[config.mk]
export PLATFORM = sky130hd
export DESIGN_NAME = ssr_host
export DESIGN_NICKNAME = d
export VERILOG_FILES = /design/src/rtl/ssr_pkg.sv /design/src/rtl/ssr_timer.sv /design/src/rtl/ssr_host.sv
export VERILOG_INCLUDE_DIRS = /design/src /design/src/rtl
export SDC_FILE = /design/constraint.sdc
export NUM_CORES = 1
export LEC_CHECK = 0
export BUFFER_PORTS_ARGS = -buffer_cell sky130_fd_sc_hd__clkbuf_2
export CORE_ASPECT_RATIO = 0.7
export CORE_MARGIN = 4
export CORE_UTILIZATION = 54
export DETAILED_ROUTE_END_ITERATION = 6
export HOLD_SLACK_MARGIN = 0.1
export PLACE_DENSITY = 0.85
export SLEW_MARGIN = 40
export SYNTH_ARGS = -nofsm -noshare
export SYNTH_HDL_FRONTEND = slang
export SYNTH_SLANG_ARGS = --single-unit
[constraint.sdc]
create_clock -name sys_clk -period 2.18 [get_ports sys_clk]
set_clock_uncertainty 0.15 [all_clocks]
set_input_delay 0.109 -clock sys_clk [delete_from_list [all_inputs] [get_ports sys_clk]]
set_output_delay 0.109 -clock sys_clk [all_outputs]
set_load 0.02 [all_outputs]
[src/rtl/ssr_map.svh]
`ifndef SSR_MAP_SVH
`define SSR_MAP_SVH

`define SSR_CLK_PERIOD_PS 4000
`define SSR_ADDR_WIDTH 10
// Times in ns
`define SSR_STROBE_LOW_TIME_NS 250
`define SSR_STROBE_HIGH_MIN_TIME_NS 100
`define SSR_ADDR_HOLD_NS 50
`define SSR_ACCESS_NS 250
`define SSR_STORE_PULSE_WIDTH_NS 130
`define SSR_STORE_PULSE_SETUP_TIME_NS 130
`define SSR_DATA_SETUP_NS 110
`define SSR_OUTPUT_TURN_OFF_TIME_NS 160
`define SSR_OUTPUT_TURN_ON_TIME_NS 5
// Least times, rounded up to cycles
`define SSR_CYC(ns) (((ns) * 1000 + `SSR_CLK_PERIOD_PS - 1) / `SSR_CLK_PERIOD_PS)
`define SSR_LOW_CYC `SSR_CYC(`SSR_STROBE_LOW_TIME_NS)
`define SSR_HIGH_CYC `SSR_CYC(`SSR_STROBE_HIGH_MIN_TIME_NS)
`define SSR_HOLD_CYC `SSR_CYC(`SSR_ADDR_HOLD_NS)
`define SSR_ACCESS_CYC `SSR_CYC(`SSR_ACCESS_NS)
`define SSR_WPULSE_CYC `SSR_CYC(`SSR_STORE_PULSE_WIDTH_NS)
`define SSR_WSETUP_CYC `SSR_CYC(`SSR_STORE_PULSE_SETUP_TIME_NS)
`define SSR_TOFF_CYC `SSR_CYC(`SSR_OUTPUT_TURN_OFF_TIME_NS)
`define SSR_DSETUP_CYC `SSR_CYC(`SSR_DATA_SETUP_NS)

`endif

[src/rtl/ssr_pkg.sv]
package ssr_pkg;
    typedef struct packed {
        logic write;
        logic [9:0] addr;
        logic wdata;
    } ssr_req_t;

    typedef struct packed {
        logic strobe_n;
        logic store_n;
        logic [9:0] addr;
        logic d;
        logic d_oe_n;
    } ssr_pins_t;

    typedef enum logic [2:0] {
        SSR_IDLE, SSR_SETUP, SSR_LOW, SSR_WRITE, SSR_RISE, SSR_HIGH
    } ssr_state_t;
endpackage

[src/rtl/ssr_timer.sv]
`timescale 1ns/1ps
`default_nettype none
module ssr_timer #(
    parameter int WIDTH = 8
) (
    // Clock
    input wire logic sys_clk,
    input wire logic reset,
    input wire logic clk_en,
    // Control
    input wire logic load,
    input wire logic [WIDTH-1:0] value,
    // Status
    output logic done
);
    logic [WIDTH-1:0] cnt_q;
    logic [WIDTH-1:0] cnt_d;

    assign cnt_d = load ? value : (cnt_q != '0 ? cnt_q - 1'b1 : cnt_q);
    assign done = (cnt_q == '0);

    always_ff @(posedge sys_clk) begin
        if (reset) begin
            cnt_q <= '0;
        end else if (clk_en) begin
            cnt_q <= cnt_d;
        end
    end
endmodule
`default_nettype wire

[src/rtl/ssr_host.sv]
`timescale 1ns/1ps
`default_nettype none
`include "ssr_map.svh"
module ssr_host #(
    parameter int ADDR_WIDTH = `SSR_ADDR_WIDTH
) (
    // Clock and reset
    input wire logic sys_clk,
    input wire logic reset,
    input wire logic clk_en,
    // User request
    input wire logic req_valid,
    input wire ssr_pkg::ssr_req_t req,
    output logic req_ready,
    output logic rsp_valid,
    output logic rsp_rdata,
    // Memory pins
    output var ssr_pkg::ssr_pins_t pins,
    input wire logic mem_q
);
    import ssr_pkg::*;

    localparam int TW = 8;

    // ****************************************
    // Sequencer state
    // ****************************************
    ssr_state_t state_q;
    ssr_state_t state_d;
    ssr_req_t cur_q;
    ssr_pins_t pins_q;
    ssr_pins_t pins_d;
    logic q_meta_q;
    logic q_sync_q;
    logic rsp_valid_q;
    logic rdata_q;
    logic ready_q;
    logic load;
    logic [TW-1:0] load_val;
    logic t_done;
    logic take;
    logic sample;

    function automatic logic [TW-1:0] cyc(input int n);
        cyc = TW'((n < 1) ? 0 : n - 1);
    endfunction

    // ****************************************
    // Pin input synchroniser
    // ****************************************
    always_ff @(posedge sys_clk) begin
        if (reset) begin
            q_meta_q <= 1'b0;
            q_sync_q <= 1'b0;
        end else if (clk_en) begin
            q_meta_q <= mem_q;
            q_sync_q <= q_meta_q;
        end
    end

    // ****************************************
    // Next-state decode
    // ****************************************
    assign take = (state_q == SSR_IDLE) && req_valid && ready_q;
    // Read data sampled after access time plus two sync stages
    assign sample = (state_q == SSR_LOW) && t_done && !cur_q.write;

    always_comb begin
        state_d = state_q;
        pins_d = pins_q;
        load = 1'b0;
        load_val = '0;
        unique case (state_q)
            SSR_IDLE: begin
                if (take) begin
                    state_d = SSR_SETUP;
                    pins_d.addr = req.addr;
                    pins_d.store_n = 1'b1;
                end
            end
            SSR_SETUP: begin
                state_d = SSR_LOW;
                pins_d.strobe_n = 1'b0;
                load = 1'b1;
                // Access time plus two sync stages for a read, output turn-off time for a write
                load_val = cur_q.write
                    ? cyc(`SSR_TOFF_CYC)
                    : cyc(`SSR_ACCESS_CYC + 2);
            end
            SSR_LOW: begin
                if (t_done) begin
                    if (cur_q.write) begin
                        state_d = SSR_WRITE;
                        pins_d.store_n = 1'b0;
                        load = 1'b1;
                        load_val = cyc(`SSR_TOFF_CYC);
                    end else begin
                        state_d = SSR_RISE;
                        load = 1'b1;
                        load_val = cyc(`SSR_HOLD_CYC);
                    end
                end
            end
            SSR_WRITE: begin
                // Drive data only once the output has turned off
                if (pins_q.d_oe_n) begin
                    if (t_done) begin
                        pins_d.d_oe_n = 1'b0;
                        pins_d.d = cur_q.wdata;
                        load = 1'b1;
                        load_val = cyc(`SSR_WPULSE_CYC);
                    end
                end else if (t_done) begin
                    state_d = SSR_RISE;
                    pins_d.strobe_n = 1'b1;
                    load = 1'b1;
                    load_val = cyc(1);
                end
            end
            SSR_RISE: begin
                if (t_done) begin
                    state_d = SSR_HIGH;
                    pins_d.strobe_n = 1'b1;
                    pins_d.store_n = 1'b1;
                    pins_d.d_oe_n = 1'b1;
                    load = 1'b1;
                    load_val = cyc(`SSR_HIGH_CYC);
                end
            end
            SSR_HIGH: begin
                if (t_done) begin
                    state_d = SSR_IDLE;
                end
            end
            default: begin
                state_d = SSR_IDLE;
            end
        endcase
    end

    // ****************************************
    // Interval timer
    // ****************************************
    ssr_timer #(
        .WIDTH(TW)
    ) u_timer (
        .sys_clk(sys_clk),
        .reset(reset),
        .clk_en(clk_en),
        .load(load),
        .value(load_val),
        .done(t_done)
    );

    // ****************************************
    // Registers
    // ****************************************
    always_ff @(posedge sys_clk) begin
        if (reset) begin
            state_q <= SSR_IDLE;
            cur_q <= '0;
            pins_q <= '{strobe_n: 1'b1, store_n: 1'b1, addr: '0,
                        d: 1'b0, d_oe_n: 1'b1};
            ready_q <= 1'b0;
        end else if (clk_en) begin
            state_q <= state_d;
            pins_q <= pins_d;
            ready_q <= (state_d == SSR_IDLE) && !take;
            if (take) begin
                cur_q <= req;
            end
        end
    end

    always_ff @(posedge sys_clk) begin
        if (reset) begin
            rsp_valid_q <= 1'b0;
            rdata_q <= 1'b0;
        end else if (clk_en) begin
            rsp_valid_q <= sample;
            if (sample) begin
                rdata_q <= q_sync_q;
            end
        end
    end

    assign pins = pins_q;
    assign req_ready = ready_q;
    assign rsp_valid = rsp_valid_q;
    assign rsp_rdata = rdata_q;
endmodule
`default_nettype wire

# [Word level (Yosys, flattened, before mapping)]
# Cells that the tools add are included.
[word_totals] regBits=32 out_inout_bits=17
[classes] addsub=1 eq_ne=11 mux=30 reduce_logical=24
[op_table] operator="2-to-1 mux 8 bit" n=4
[op_table] operator="one-hot mux 8 bit (4 select lines)" n=1
[op_table] operator="2-to-1 mux 3 bit" n=7
[op_table] operator="one-hot mux 3 bit (6 select lines)" n=1
[op_table] operator="2-to-1 mux 6 bit" n=2
[op_table] operator="!= test 2 bit, second input constant" n=6
[op_table] operator="2-to-1 mux 11 bit" n=1
[op_table] operator="logical NOT 8 bit" n=1
[op_table] operator="nonzero test 8 bit" n=1
[op_table] operator="subtractor 8 x 1 -> 8 bit, second input constant" n=1
[op_table] operator="2-to-1 mux 1 bit" n=7
[op_table] operator="2-to-1 mux 7 bit" n=1
[op_table] operator="== test 3 x 2 -> 1 bit, second input constant" n=2
[op_table] operator="== test 3 bit, second input constant" n=2
[op_table] operator="logical NOT 3 bit" n=2
[op_table] operator="one-hot mux 1 bit (3 select lines)" n=2
[op_table] operator="AND reduction 2 bit" n=3
[op_table] operator="AND reduction 3 bit" n=2
[op_table] operator="AND reduction 6 bit" n=1
[op_table] operator="nonzero test 3 bit" n=2
[op_table] operator="logical AND 1 bit" n=5
[op_table] operator="2-to-1 mux 5 bit" n=1
[op_table] operator="AND reduction 5 bit" n=1
[op_table] operator="one-hot mux 1 bit (2 select lines)" n=2
[op_table] operator="other kinds (6)" n=8

# [Logic depth before layout (Yosys ltp)]
[logic_depth] word_depth=7 ltp_mapped=7 mapped_depth_nobuf=7

# [Modules after synthesis]
# Synthesis repeated with hierarchy kept, for this count alone.
[hier_totals] cells_unflattened=207 hier_area_um2=1835.5
[by_module_without_submodules] module="ssr_host" n_inst=1 cells_each=135 area_per_inst_um2=1301.2
[by_module_without_submodules] module="ssr_timer" n_inst=1 cells_each=72 area_per_inst_um2=534.3

# [Worst setup path after synthesis]
# OpenSTA, ideal clock, no wires.
[synth_path] kind="reg-to-reg" start="reg u_timer.cnt_q[0]" end="reg pins_q, in the netlist pins[12]" setup_time_ns=0.120 t_arrival_ns=1.618 required_time_ns=1.910 slack_ns=0.292 stages_incl_launch_ff=7 period_less_slack_ns=1.888 cell_sequence="dfxtp_1 -> inv_1 -> ha_1 -> or3b_2 -> nor2_4 -> o21ai_1 -> a211o_1"
[synth_via] elab_chain_len=3 word_cells_on_any_way=4 cone_classes="eq/ne (2); reduce/logical (2)"
[synth_lines] element="start, declared" line="ssr_timer.sv:16" text="logic [WIDTH-1:0] cnt_q;"
[synth_lines] element="start signal, assigned" line="ssr_timer.sv:26" text="cnt_q <= cnt_d;"
[synth_lines] element="logical NOT 8 bit (*)" line="ssr_timer.sv:20" text="assign done = (cnt_q == '0);"
[synth_lines] element="!= test 2 bit (no line)"
[synth_lines] element="AND reduction 6 bit (no line) (*)"
[synth_lines] element="end signal, assigned" line="ssr_host.sv:162" text="pins_q <= '{strobe_n: 1'b1, store_n: 1'b1, addr: '0,"
[synth_lines] element="end signal, assigned" line="ssr_host.sv:167" text="pins_q <= pins_d;"
[synth_lines] element="end, declared" line="ssr_host.sv:31" text="ssr_pins_t pins_q;"
# Every way passes the cells marked *; elsewhere a longest branch is shown, timed or not.
# A chain may end at the register's enable or synchronous reset.

# [Final worst setup path]
[layout_path] start="reg u_timer.cnt_q[0]" end="reg u_timer.cnt_q[3]"
[layout_via] elab_chain_len=5 word_cells_on_any_way=12 cone_classes="add/sub (1); mux (7); reduce/logical (4)"
[layout_lines] element="parallel branches: the longest is 5 deep, another holds subtractor 8 x 1 -> 8 bit"
# Parallel ways; which one is timed is not known. The select of a mux whose other input is x is not followed.

==> results.cfg <==
[synth]
yosysWarnings = 0
syn_area_mm2 = 0.00175
synthAdderAreaFrac_pct = 1.43
netlist_top_cells_area = dfxtp_1, mux2i_1, nor2_1, a21oi_1, nand2b_1
avgSynthCellArea_um2 = 8.49
synth-edff-count = 0
synth_top_family_by_area = simple AND/OR/NAND/NOR gates
synthCells = 206
yosysUniqueCellTypes = 50
synth-xor-area-share_pct = 1.00
synth_mux_area_share_pct = 10.3
ys_seq_area_share_pct = 36.6
synth_commonest_cells = dfxtp_1, nor2_1, mux2i_1
synthSimpleGateAreaFrac_pct = 24.0
synth-async-reset-ratio_pct = 0
synth_top_area_share_pct = 36.6
syn-num-nets = 225
synth-compound-area-share_pct = 21.9
ys_seq_elements = 32
yosysTopAreaCell = dfxtp_1
synthMostInstantiatedCell = dfxtp_1
synth_ff_type = dfxtp_1

[placement]
dp_cells = 274
hpwl_mm = 3.37
pre_cts_slack_ns = 0.138
place_congestion = 1.01
io_buffer_count = 33

[finish]
fin_nets = 278
final_cells = 296
diodes = 0
drive_gt1_share_pct = 25.0
syn2layout_area_growth_pct = 29.2

[run_status]
status = finished, final reports clean

[die]
row_count = 16
dieHeight_um = 55.6
chipWidth_um = 76.0
start_util_pct = 59.4
core_area_mm2 = 0.00294
io_pins = 34
fp.dieArea_mm2 = 0.00423

[sta]
rsz0062_at_grt = true
layout_min_cycle_time_ns = 2.05
fin_ws_ns = 0.128
max_freq_ghz = 0.487
setup_viol = 0
tightest_slew_ns = 0.709
slew-limit-headroom_pct = 52.7
finalSetupTns_ns = 0
finalCritPeriodShare_pct = 94.1
drv_slew = 0
hold_viol = 0

[job]
maxCapViolations = 0

[power_and_ir_drop]
p_leak_uw = 0.00101
power_frac_clock_pct = 21.1
power_frac_seq_pct = 29.3
pwr_density_cell_mw_per_mm2 = 1210
ir_drop_mv = 0.708
intPower_uw = 1580
p_sw_share_pct = 42.1
switchingPower_uw = 1150
design_power_total_uw = 2730
p_comb_share_pct = 49.5

[routing]
via_per_inst = 6.37
drcViolationCount = 0
drt_first_pass_iters = 5
vias = 1885
wl_mm = 5.41
wl_per_cell_um = 18.3
ant_nets = 0
drt_iter0_markers = 287

[hold_path]
holdPathStages = 4
hold_path_class = in -> reg

[worst_setup_path]
r2r_cells = 7
path_class = reg -> reg
required_ns = 2.18
path_max_fanout = 8
end_kind = flip-flop
startpoint_type = flip-flop
critPathArrivalTime_ns = 2.06

[global_route]
antenna_found_initial = 0
grt_first_pass_wirelength_mm = 8.61
gr-total-overflow = 0
track_usage_pct = 25.5
grt_max_degree = 35
grt_pass1_vias = 1667

[clock_tree]
numCtsBuffers = 5
htreeDepth = 2
cts_max_path_buffers = 2
tritoncts = built
clk_pin_slew_worst_paths_ns = 0.07
cts_root_buf = clkbuf_8
postCtsSetupBuffers = 0
clkSinkCount = 32
clk_latency_ns = 0.30
path summary, 6_finish.rpt:
check,slack [ns],from,to
max,0.13,u_timer.cnt_q[0],u_timer.cnt_q[3]
min,0.26,req_valid,pins[12]
max reg2reg,0.13,u_timer.cnt_q[0],u_timer.cnt_q[3]
min reg2reg,0.31,pins[12],pins[12]
layer usage:
layer | vias up | global-route usage [%] | share of wire (%)
met2 | 138 | 34.0 | 43
met1 | 861 | 36.9 | 42
met5 | - | 0 | 0
li1 | 861 | - | -
met3 | 25 | 9.06 | 12
met4 | 0 | 9.64 | 3.3
state kept, by name, summed over array words and instances (netlist names):
name / cells
pins: 14
q_sync_q: 1
q_meta_q: 1
rsp_valid: 1
u_timer.cnt_q: 8
rsp_rdata: 1
cur_q: 2
req_ready: 1
state_q: 3
cells in the final DEF, fill, tap and decap left out, types with 2 or more instances in the layout:
master         count
clkbuf_2          33
nand3_1            7
nor4_1             2
o22ai_1            2
o211ai_1           2
or3_1              2
nand2_1           10
a21oi_1           14
inv_1              8
o21ai_0            7
dlygate4sd3_1     14
dfxtp_1           32
nand2b_1           7
mux2i_1           18
a41oi_1            2
a2111oi_0          2
o31ai_1            2
o21bai_1           2
xnor2_1            2
buf_4             10
a211oi_1           5
nor2_4             2
clkbuf_8           5
nor2b_1            3
nor3b_2            2
nor2_1            26
nor3_1             3
a31oi_1            3
and2_1             3
and3_1             2
ha_1               2
o32ai_1            2
stage by stage:
step | cell area [um^2] | util, % | hold WS, ns
after CTS | 2230 | 75.9 | 0.260
after floorplan | 1750 | - | 0.103
final | 2260 | 76.8 | 0.263
after detailed placement | 1980 | 67.3 | 0.196
after global routing | 2260 | 76.8 | 0.267
after global placement | 1980 | 67.3 | 0.187
power groups by stage:
| stage | clock network, uW | logic, uW | registers [uW] |
|---|---|---|---|
| after global routing | 615 | 1460 | 813 |
| after detailed placement | 0 | 1220 | 803 |
| after floorplan | 0 | 890 | 794 |
| after CTS | 588 | 1260 | 790 |
| final | 577 | 1350 | 800 |
| after global placement | 0 | 1220 | 799 |
worst max-delay path, cell delays in order, from the launching register on:
cell,delay [ns]
dfxtp_1,0.32
inv_1,0.10
ha_1,0.20
nor3b_2,0.22
nand2_1,0.23
a21o_2,0.32
a32oi_1,0.25
o32ai_1,0.12
logic make-up (layout without fill, tap and decap cells):
group / Yosys count / count (layout)
compound gates: 55 / 55
simple gates: 78 / 78
fa+ha+maj: 2 / 2
flops: 32 / 32
xor+xnor: 2 / 2
buf+inv: 19 / 73
mux: 18 / 18
area by class of cell:
type | count | area [um^2]
Clock inverter | 3 | 42.5
Inverter | 8 | 30.0
Tap cell | 36 | 45.0
Clock buffer | 5 | 68.8
Timing Repair Buffer | 57 | 380
Fill cell | 192 | 683
Multi-Input combinational cell | 155 | 1050
Sequential cell | 32 | 641
repair_timing:
action	in CTS	in global routing
gates resized for setup	0	6
hold endpoints to repair	14	0
hold buffers	14	0
setup endpoints to repair	0	11
Power figures use the tool's default switching activity.
